$ cat config.mk
export PLATFORM = sky130hd
export DESIGN_NAME = spm_power_fsm
export DESIGN_NICKNAME = d
export VERILOG_FILES = /design/src/inc/spm_pkg.sv /design/src/verilog/spm_power_fsm.sv
export SDC_FILE = /design/constraint.sdc
export NUM_CORES = 1
export LEC_CHECK = 0
export BUFFER_PORTS_ARGS = -buffer_cell sky130_fd_sc_hd__buf_2
export CAP_MARGIN = 30
export CORE_MARGIN = 8
export CORE_UTILIZATION = 40
export DETAILED_ROUTE_END_ITERATION = 12
export GPL_TIMING_DRIVEN = 0
export PLACE_DENSITY_LB_ADDON = 0.25
export REMOVE_ABC_BUFFERS = 1
export SYNTH_ARGS = -nofsm -noshare
export SYNTH_HDL_FRONTEND = slang
export SYNTH_SLANG_ARGS = --single-unit
$ cat constraint.sdc
create_clock -name clk_in -period 1.8 [get_ports clk_in]
set_input_delay 0.18 -clock clk_in [delete_from_list [all_inputs] [get_ports clk_in]]
set_output_delay 0.18 -clock clk_in [all_outputs]
set_load 0.05 [all_outputs]
$ cat src/inc/spm_pkg.sv
package spm_pkg;

  // Reference clock rate in kHz (40 ns period).
  localparam int unsigned CLK_KHZ         = 25000;
  // Enable filter time in microseconds, least time, rounded up.
  localparam int unsigned EN_FILTER_US    = 10;
  localparam int unsigned EN_FILTER_CYC   = (EN_FILTER_US * CLK_KHZ + 999) / 1000;
  // Activity monitor window in microseconds.
  localparam int unsigned MON_WINDOW_US   = 8;
  localparam int unsigned MON_WINDOW_CYC  = MON_WINDOW_US * CLK_KHZ / 1000;
  // Standby threshold in kHz and active threshold in kHz.
  localparam int unsigned STBY_KHZ        = 500;
  localparam int unsigned ACT_KHZ         = 3000;
  // Edge counts per window that match the thresholds.
  localparam int unsigned STBY_EDGES      = STBY_KHZ * MON_WINDOW_US / 1000;
  localparam int unsigned ACT_EDGES       = ACT_KHZ * MON_WINDOW_US / 1000;
  // Wake-up time for PLL lock in microseconds, longest time, rounded down.
  localparam int unsigned WAKEUP_US       = 100;
  localparam int unsigned WAKEUP_CYC      = WAKEUP_US * CLK_KHZ / 1000;
  // Line counter limit in lines.
  localparam int unsigned MAX_LINES       = 2046;

  // Counter widths.
  localparam int unsigned TMR_W           = 12;
  localparam int unsigned EDGE_W          = 8;
  localparam int unsigned LINE_W          = 12;

  // Operating modes of the block.
  typedef enum logic [2:0] {
    SPM_SHUTDOWN,
    SPM_STANDBY,
    SPM_ACQUIRE,
    SPM_TX_CLK_ON,
    SPM_TRANSMIT,
    SPM_OFF_CLK,
    SPM_OFF_DATA
  } spm_state_t;

  // Output stage controls, output enables are low while driving.
  typedef struct packed {
    logic clk_oe_b;
    logic dat_oe_b;
    logic pll_en;
    logic ser_en;
    logic mon_en;
  } spm_ctrl_t;

  // Camera input pins.
  typedef struct packed {
    logic       frame_sync;
    logic       line_sync;
    logic [7:0] data;
  } spm_cam_t;

endpackage : spm_pkg

$ cat src/verilog/spm_power_fsm.sv
`timescale 1ns/1ps
module spm_power_fsm
  import spm_pkg::*;
(
  input  wire logic       clk_in,                 // Reference clock, 25 MHz.
  input  wire logic       rst_b_in,               // Synchronous reset, active low.
  input  wire logic       transmit_enable_pin_in, // Transmit enable pin.
  input  wire logic       pixel_clock_in,         // Pixel clock, sampled as a level.
  input  wire logic       freq_range_select_in,   // Pixel clock range select.
  input  wire logic       line_count_select_in,   // Line-count select.
  input  wire spm_cam_t   cam_in,                 // Frame sync, line sync, data.
  input  wire logic       pll_locked_in,          // PLL monitor reports stable lock.
  output spm_ctrl_t       ctrl_out,               // Output stage and power controls.
  output logic [7:0]      shift_data_out,         // Data latched on transmit entry.
  output logic            lock_timeout_out,       // Lock not reached in wake-up time.
  output logic            line_error_out,         // Line count above limit.
  output logic            range_high_out          // Registered range select.
);

  // Main state and its next value.
  spm_state_t       state_q, state_d;
  // Enable filter timer and filtered enable.
  logic [TMR_W-1:0] en_tmr_q, en_tmr_d;
  logic             en_ok_q, en_ok_d;
  // Monitor window timer, edge counter and its verdicts.
  logic [TMR_W-1:0] win_q, win_d;
  logic [EDGE_W-1:0] edges_q, edges_d;
  logic             active_q, active_d;
  logic             slow_q, slow_d;
  // Previous samples for edge detection.
  logic             pclk_prev_q, fs_prev_q, ls_prev_q;
  // Frame edge count in acquire, wake-up timer, line counter.
  logic [1:0]       fs_cnt_q, fs_cnt_d;
  logic [TMR_W-1:0] wake_q, wake_d;
  logic [LINE_W-1:0] lines_q, lines_d;
  // Registered outputs and their next values.
  spm_ctrl_t        ctrl_q, ctrl_d;
  logic [7:0]       shd_q, shd_d;
  logic             lto_q, lto_d;
  logic             lerr_q, lerr_d;
  logic             rng_q;

  // Edge strobes built from synchronous samples.
  logic pclk_rise, fs_rise, ls_fall;
  assign pclk_rise = pixel_clock_in & ~pclk_prev_q;
  assign fs_rise   = cam_in.frame_sync & ~fs_prev_q;
  assign ls_fall   = ~cam_in.line_sync & ls_prev_q;

  // Enable filter: the pin must hold a new level for the full filter time.
  always_comb begin
    en_tmr_d = en_tmr_q;
    en_ok_d  = en_ok_q;
    if (transmit_enable_pin_in == en_ok_q) begin
      en_tmr_d = '0;
    end else if (en_tmr_q >= TMR_W'(EN_FILTER_CYC - 1)) begin
      en_tmr_d = '0;
      en_ok_d  = transmit_enable_pin_in;
    end else begin
      en_tmr_d = en_tmr_q + TMR_W'(1);
    end
  end

  // Activity monitor: counts pixel clock edges per window.
  always_comb begin
    win_d    = win_q;
    edges_d  = edges_q;
    active_d = active_q;
    slow_d   = slow_q;
    if (!ctrl_q.mon_en) begin
      win_d    = '0;
      edges_d  = '0;
      active_d = 1'b0;
      slow_d   = 1'b1;
    end else if (win_q >= TMR_W'(MON_WINDOW_CYC - 1)) begin
      win_d    = '0;
      edges_d  = '0;
      active_d = edges_q > EDGE_W'(ACT_EDGES);
      slow_d   = edges_q < EDGE_W'(STBY_EDGES);
    end else begin
      win_d = win_q + TMR_W'(1);
      if (pclk_rise && edges_q != '1) begin
        edges_d = edges_q + EDGE_W'(1);
      end
    end
  end

  // Mode sequencer with output enable ordering.
  always_comb begin
    state_d  = state_q;
    fs_cnt_d = fs_cnt_q;
    wake_d   = wake_q;
    lines_d  = lines_q;
    shd_d    = shd_q;
    lto_d    = lto_q;
    lerr_d   = lerr_q;
    case (state_q)
      SPM_SHUTDOWN: begin
        if (en_ok_q) begin
          state_d = SPM_STANDBY;
        end
      end
      SPM_STANDBY: begin
        fs_cnt_d = '0;
        wake_d   = '0;
        lto_d    = 1'b0;
        if (!en_ok_q) begin
          state_d = SPM_OFF_CLK;
        end else if (active_q) begin
          state_d = SPM_ACQUIRE;
        end
      end
      SPM_ACQUIRE: begin
        if (!en_ok_q) begin
          state_d = SPM_SHUTDOWN;
        end else if (slow_q) begin
          state_d = SPM_STANDBY;
        end else if (!pll_locked_in) begin
          fs_cnt_d = '0;
          if (wake_q >= TMR_W'(WAKEUP_CYC - 1)) begin
            lto_d = 1'b1;
          end else begin
            wake_d = wake_q + TMR_W'(1);
          end
        end else if (fs_rise) begin
          lines_d = '0;
          if (!line_count_select_in || fs_cnt_q == 2'h1) begin
            state_d = SPM_TX_CLK_ON;
            shd_d   = cam_in.data;
          end else begin
            fs_cnt_d = fs_cnt_q + 2'h1;
          end
        end
      end
      SPM_TX_CLK_ON: begin
        state_d = SPM_TRANSMIT;
      end
      SPM_TRANSMIT: begin
        if (!en_ok_q) begin
          state_d = SPM_OFF_CLK;
        end else if (slow_q || !pll_locked_in) begin
          state_d = SPM_STANDBY;
        end else begin
          if (fs_rise) begin
            lines_d = '0;
          end else if (ls_fall && line_count_select_in) begin
            if (lines_q >= LINE_W'(MAX_LINES)) begin
              lerr_d = 1'b1;
            end else begin
              lines_d = lines_q + LINE_W'(1);
            end
          end
        end
      end
      SPM_OFF_CLK: begin
        state_d = SPM_OFF_DATA;
      end
      SPM_OFF_DATA: begin
        state_d = SPM_SHUTDOWN;
      end
      default: begin
        state_d = SPM_SHUTDOWN;
      end
    endcase
  end

  // Output controls follow the next state so they come from flip-flops.
  always_comb begin
    ctrl_d = '{clk_oe_b: 1'b1, dat_oe_b: 1'b1, pll_en: 1'b0, ser_en: 1'b0, mon_en: 1'b0};
    case (state_d)
      SPM_STANDBY:   ctrl_d.mon_en = 1'b1;
      SPM_ACQUIRE: begin
        ctrl_d.mon_en = 1'b1;
        ctrl_d.pll_en = 1'b1;
      end
      SPM_TX_CLK_ON: begin
        ctrl_d.mon_en   = 1'b1;
        ctrl_d.pll_en   = 1'b1;
        ctrl_d.ser_en   = 1'b1;
        ctrl_d.clk_oe_b = 1'b0;
      end
      SPM_TRANSMIT: begin
        ctrl_d.mon_en   = 1'b1;
        ctrl_d.pll_en   = 1'b1;
        ctrl_d.ser_en   = 1'b1;
        ctrl_d.clk_oe_b = 1'b0;
        ctrl_d.dat_oe_b = 1'b0;
      end
      SPM_OFF_CLK: begin
        ctrl_d.mon_en   = 1'b1;
        ctrl_d.pll_en   = ctrl_q.pll_en;
        ctrl_d.ser_en   = ctrl_q.ser_en;
        ctrl_d.dat_oe_b = ctrl_q.dat_oe_b;
      end
      SPM_OFF_DATA:  ctrl_d.mon_en = 1'b1;
      default:       ctrl_d.mon_en = 1'b0;
    endcase
  end

  // State registers; everything resets to shutdown with outputs off.
  always_ff @(posedge clk_in) begin
    if (!rst_b_in) begin
      state_q     <= SPM_SHUTDOWN;
      en_tmr_q    <= '0;
      en_ok_q     <= 1'b0;
      win_q       <= '0;
      edges_q     <= '0;
      active_q    <= 1'b0;
      slow_q      <= 1'b1;
      pclk_prev_q <= 1'b0;
      fs_prev_q   <= 1'b0;
      ls_prev_q   <= 1'b0;
      fs_cnt_q    <= '0;
      wake_q      <= '0;
      lines_q     <= '0;
      ctrl_q      <= '{clk_oe_b: 1'b1, dat_oe_b: 1'b1, pll_en: 1'b0, ser_en: 1'b0,
                       mon_en: 1'b0};
      shd_q       <= 8'h00;
      lto_q       <= 1'b0;
      lerr_q      <= 1'b0;
      rng_q       <= 1'b0;
    end else begin
      state_q     <= state_d;
      en_tmr_q    <= en_tmr_d;
      en_ok_q     <= en_ok_d;
      win_q       <= win_d;
      edges_q     <= edges_d;
      active_q    <= active_d;
      slow_q      <= slow_d;
      pclk_prev_q <= pixel_clock_in;
      fs_prev_q   <= cam_in.frame_sync;
      ls_prev_q   <= cam_in.line_sync;
      fs_cnt_q    <= fs_cnt_d;
      wake_q      <= wake_d;
      lines_q     <= lines_d;
      ctrl_q      <= ctrl_d;
      shd_q       <= shd_d;
      lto_q       <= lto_d;
      lerr_q      <= lerr_d;
      rng_q       <= freq_range_select_in;
    end
  end

  // Outputs come straight from flip-flops.
  assign ctrl_out         = ctrl_q;
  assign shift_data_out   = shd_q;
  assign lock_timeout_out = lto_q;
  assign line_error_out   = lerr_q;
  assign range_high_out   = rng_q;

  // Clock output turns on one cycle before data output.
  clk_before_data_a: assert property (@(posedge clk_in) disable iff (!rst_b_in)
    $fell(ctrl_q.dat_oe_b) |-> $past(ctrl_q.clk_oe_b) == 1'b0)
    else $error("Data output enabled without clock output first.");

  // On disable the clock stage goes off one cycle before the data stage.
  data_after_clk_a: assert property (@(posedge clk_in) disable iff (!rst_b_in)
    (state_q == SPM_OFF_CLK) |-> ctrl_q.clk_oe_b ##1 ctrl_q.dat_oe_b)
    else $error("Data stage not released after clock stage.");

  // Shutdown keeps every stage off.
  shutdown_off_a: assert property (@(posedge clk_in) disable iff (!rst_b_in)
    (state_q == SPM_SHUTDOWN) |-> ctrl_q.clk_oe_b && ctrl_q.dat_oe_b && !ctrl_q.pll_en
    && !ctrl_q.ser_en && !ctrl_q.mon_en)
    else $error("Stage running in shutdown.");

  // Standby runs only the monitor with outputs off.
  standby_outputs_a: assert property (@(posedge clk_in) disable iff (!rst_b_in)
    (state_q == SPM_STANDBY) |-> ctrl_q.clk_oe_b && ctrl_q.dat_oe_b && !ctrl_q.pll_en)
    else $error("Standby with active outputs or PLL.");

  // Acquire keeps outputs off with PLL enabled.
  acquire_pll_a: assert property (@(posedge clk_in) disable iff (!rst_b_in)
    (state_q == SPM_ACQUIRE) |-> ctrl_q.pll_en && ctrl_q.dat_oe_b && ctrl_q.clk_oe_b)
    else $error("Acquire state with wrong stage controls.");

  // Transmit entry only on a frame-sync rising edge with lock.
  tx_on_frame_a: assert property (@(posedge clk_in) disable iff (!rst_b_in)
    (state_q == SPM_ACQUIRE && state_d == SPM_TX_CLK_ON) |-> fs_rise && pll_locked_in)
    else $error("Transmit entered without frame edge and lock.");

  // With line-count select high one edge must already have been counted.
  two_edges_a: assert property (@(posedge clk_in) disable iff (!rst_b_in)
    (state_q == SPM_ACQUIRE && state_d == SPM_TX_CLK_ON && line_count_select_in)
    |-> fs_cnt_q == 2'h1)
    else $error("Transmit entered after one edge with select high.");

  // Transmit leaves to standby when the pixel clock goes slow.
  clock_loss_a: assert property (@(posedge clk_in) disable iff (!rst_b_in)
    (state_q == SPM_TRANSMIT && en_ok_q && slow_q) |=> state_q == SPM_STANDBY)
    else $error("Pixel clock loss did not return to standby.");

  // Shutdown to standby only with filtered enable high.
  leave_shutdown_a: assert property (@(posedge clk_in) disable iff (!rst_b_in)
    (state_q == SPM_SHUTDOWN && en_ok_q) |=> state_q == SPM_STANDBY && ctrl_q.mon_en)
    else $error("Shutdown exit wrong.");

endmodule : spm_power_fsm

# Word level (Yosys, flattened, before mapping)
# Cells that the tools add are included.
# totals
reg_bits,83
word_cells,137
# classes
n_addsub,6
order_cmp,6
eq_ne,27
muxes,42
bitwise,12
n_reduce_logical,22
# op_table
cell,n
$mux 12,13
$add 12x1->12 const B,4
$pmux 12 s2,2
$mux 3,10
$ge 12x8->1 const B,2
$ne 2x2->1 const B,9
$pmux 3 s6,1
$eq 3x3->1 const B,5
$reduce_and 5->1,3
$eq 3x2->1 const B,4
$ge 12x11->1 const B,1
$ge 12x12->1 const B,1
$ne 3x3->1 const B,4
$reduce_and 6->1,2
$mux 2,5
$not 1->1,9
$reduce_and 9->1,1
$reduce_or 3->1,3
$add 8x1->8 const B,1
$gt 8x5->1 const B,1
$lt 8x3->1 const B,1
$ne 8x8->1 const B,1
$pmux 1 s2,4
$eq 3x1->1 const B,2
other kinds (14),26

# Longest topological paths before layout
# depth
ltp_word,11
mapped_depth,8

# Worst setup path before layout
# Ideal clock, no wire load.
# synth_timing
path_kind,reg-to-reg
startpoint,register wake_q[0]
endpoint,register wake_q[4]
t_arrival_ps,1859
required_ps,1741
setup_slack_ps,-118
path_stages_with_launch,7
n_path_buf,0
cell_sequence,dfxtp_1 ha_1 or4_1 o21ai_2 o211ai_4 or4_1 nand2_1
# synth_between
elab_chain_cells,6
word_cells_on_any_way,9
classes_between,1 x add/sub; 1 x order compare; 1 x eq/ne; 5 x mux; 1 x reduce/logical
# synth_lines
item,line_no,source
"start, declared",spm_power_fsm.sv:34,"logic [TMR_W-1:0] wake_q, wake_d;"
"start signal, assigned",spm_power_fsm.sv:233,wake_q <= wake_d;
$add 12x1->12,spm_power_fsm.sv:122,wake_d = wake_q + TMR_W'(1);
$mux 12,spm_power_fsm.sv:119,if (wake_q >= TMR_W'(WAKEUP_CYC - 1)) begin
$mux 12,spm_power_fsm.sv:117,end else if (!pll_locked_in) begin
$mux 12,spm_power_fsm.sv:115,end else if (slow_q) begin
$mux 12,spm_power_fsm.sv:113,if (!en_ok_q) begin
$pmux 12 s2,spm_power_fsm.sv:96,case (state_q)
# Several ways; a longest one is shown, not always the timed one. The select of a mux whose other input is x is not followed.
# A chain may end at the register's enable or synchronous reset.

# Worst setup path in the final report
# layout_timing
startpoint,register wake_q[0]
endpoint,register wake_q[5]
# The elaborated chain is that of the path after synthesis.

==> results.json <==
{
  "area_growth_pct": 23.0,
  "hold_start": "freq_range_select_in",
  "yosysUniqueCellTypes": 64,
  "ys_ff_latch": 83,
  "cp-start-kind": "flip-flop",
  "final.period_utilization": 1.05,
  "portBuffers": 32,
  "p_leak_uw": 0.00190,
  "die_w_um": 113,
  "start_util": 0.409,
  "grt_pass1_wl_mm": 13.4,
  "yosys.area.top_type_share": 0.441,
  "drive_gt1_frac": 0.270,
  "avgViaCountPerCell": 5.27,
  "peakVddDrop_v": 0.000423,
  "min_to": "range_high_out$_SDFF_PN0_",
  "cts_root_buf": "clkbuf_8",
  "syn_area_um2": 3760,
  "drt_wl_total_mm": 8.15,
  "cts_buffers": 9,
  "required_ns": 2.04,
  "finalNonFillerCells": 596,
  "min-delay-path-class": "in2reg",
  "ys_seq_area_frac": 0.441,
  "place_inst": 553,
  "outcome": "finished, violations left",
  "r2r-end": "wake_q[5]$_SDFFE_PN0P_",
  "worstMarginPinSlew_ns": 0.678,
  "die_y_um": 113,
  "cp_max_fo": 8,
  "grt_pass1_vias": 2910,
  "drcViolationCount": 0,
  "grt-ovfl-total": 0,
  "vias": 3143,
  "fin_util": 0.504,
  "cts.sinks": 83,
  "yosys-top-cells-count": "dfxtp_1 (83), nor2_1 (63), nand2_1 (29), inv_1 (17), nand3_1 (15)",
  "core_area_um2": 9200,
  "netlist_top_cells_area": "dfxtp_1 (44%), nor2_1 (6.3%), ha_1 (3.3%)",
  "synth_edf_count": 0,
  "avgSynthCellArea_um2": 9.03,
  "ys.flop_type": "dfxtp_1",
  "fmax_mhz": 529,
  "synth_warnings": 0,
  "dr.first_iter.drc_count": 102,
  "tritoncts": "done",
  "setup_slack_ns": -0.0899,
  "grt_usage": 0.127,
  "r2r_slack_ns": -0.09,
  "hpwlAfterDp_mm": 5.15,
  "layout_min_cycle_time_ns": 1.89,
  "violations": "setup timing",
  "holdBufCountCts": 0,
  "path_class": "reg2reg",
  "yosysMostFrequentCell": "dfxtp_1",
  "worstSkewPairLatency_ns": 0.35,
  "wl_per_cell_um": 13.7,
  "ant_nets": 0,
  "drv_slew": 0,
  "finClkSkew_ns": 0.0145,
  "startpoint": "wake_q[0]$_SDFFE_PN0P_",
  "syn_inst": 417,
  "die-area_um2": 12800,
  "place.gp.congestion": 0.799,
  "rsz0062_at_grt": "true",
  "rows": 35,
  "io_pins": 33,
  "setup_viol": 14,
  "antenna-diode-count": 0,
  "arrival_ns": 2.13,
  "firstDrtPassIters": 4,
  "clk_path_buf_depth": 2,
  "worstRegToRegCells": 6,
  "hold_viol": 0,
  "synth_top_area_cell": "dfxtp_1",
  "antenna_found_initial": 0,
  "grt_start_max_net_pins": 30,
  "clk_pin_slew_ns": 0.07,
  "synthArstFlopShare": 0,
  "htree_levels": 3,
  "layout.nets": 507,
  "cp-end-kind": "flip-flop",
  "cap_viol_max_count": 0,
  "whs_path_depth": 2,
  "max_slew_margin": 0.548,
  "r2r-start": "wake_q[0]$_SDFFE_PN0P_",
  "p_per_area_nw_per_um2": 735,
  "hold_ws_ns": 0.0465
}
-- worst max-delay path, stage by stage, from the launching register on --
cell      delay (ns)
dfxtp_4         0.36
ha_4            0.16
or4_4           0.44
o21ai_4         0.19
o2111a_2        0.37
nand4_1         0.13
mux2i_1         0.13
-- final cells by class --
type                            count  area (µm²)
Timing Repair Buffer               58         367
Clock inverter                      4        26.3
Inverter                           17        63.8
Sequential cell                    83        1690
Clock buffer                       12         145
Multi-Input combinational cell    311        2200
Tap cell                          111         139
Fill cell                         862        4560
-- cells by family (layout without fill, tap and decap cells) --
kind of cell	after synthesis	count (layout)	share of synthesized area
AND/OR/NAND/NOR	177	177	0.244
AO/OA/AOI/OAI	84	85	0.170
flip-flops	83	83	0.441
buffers and inverters	31	91	0.0342
XOR/XNOR	20	20	0.0465
multiplexers	11	11	0.0296
adder cells (fa/ha/maj)	10	10	0.0332
other	1	8	0.000996
-- registers in the layout, indices dropped and copies added (netlist names), 3 cells and up --
name and flops:
state_q 3, shift_data_out 8, edges_q 8, en_tmr_q 12, ctrl_out 5, wake_q 12, lines_q 12, win_q 12
-- layout by cell type, fill, tap and decap left out, types with 3 or more instances in the layout --
cell type,instances
nor2_1,62
clkbuf_8,10
inv_1,17
dfxtp_4,7
buf_4,23
a21o_1,3
o21ai_2,4
a31oi_1,6
dfxtp_2,5
a21oi_1,7
and2_1,7
or4_1,3
xor2_1,13
nor3_1,4
buf_6,3
mux2i_1,10
conb_1,8
nand2_1,28
buf_2,32
o31ai_2,4
dfxtp_1,71
nand4_1,10
o211ai_1,10
or4_4,4
nand2b_1,3
and3_1,9
a21oi_2,7
or3_1,5
o21ai_1,7
ha_1,8
xnor2_1,7
nor2b_1,5
nand3_1,15
nor3b_4,3
a31o_1,3
-- where the power goes --
group	switching (µW)	internal (µW)
clock	641	538
combinational	200	135
sequential	28.8	1860
total	869	2530
-- metal layers --
metal / share of wire / global-route usage / up-vias
met5: 0 / 0 / -
met3: 0.032 / 0.0421 / 8
met4: 0.0097 / 0.0417 / 0
met1: 0.45 / 0.151 / 1491
met2: 0.51 / 0.210 / 32
li1: - / - / 1612
-- how the worst max path moves through the flow --
stage	end	slack, ns	depth (start not counted)
2_1_floorplan	wake_q[4]$_SDFFE_PN0P_	-0.12	6
3_3_place_gp	lines_q[3]$_SDFFE_PN0P_	-0.35	4
3_5_place_dp	lines_q[3]$_SDFFE_PN0P_	-0.39	4
4_1_cts	wake_q[5]$_SDFFE_PN0P_	-0.09	6
5_1_grt	wake_q[5]$_SDFFE_PN0P_	-0.16	6
6_report	wake_q[5]$_SDFFE_PN0P_	-0.09	6
-- stage by stage --
stage,setup slack (ns),total power (µW),setup TNS (ns),instance area [µm²]
2_1_floorplan,-0.118,2110,-1.03,3730
3_3_place_gp,-0.347,2190,-10.05,4030
3_5_place_dp,-0.386,2200,-11.54,4030
4_1_cts,-0.0933,3430,-0.457,4460
5_1_grt,-0.164,3560,-1.76,4630
6_report,-0.0899,3400,-0.573,4630
-- what timing repair did --
item,CTS,global route
buffers inserted,17,9
endpoints found under the setup margin,54,42
pin swaps,24,11
gates cloned,0,1
gates resized for setup,41,24
Power figures use the tool's default switching activity.
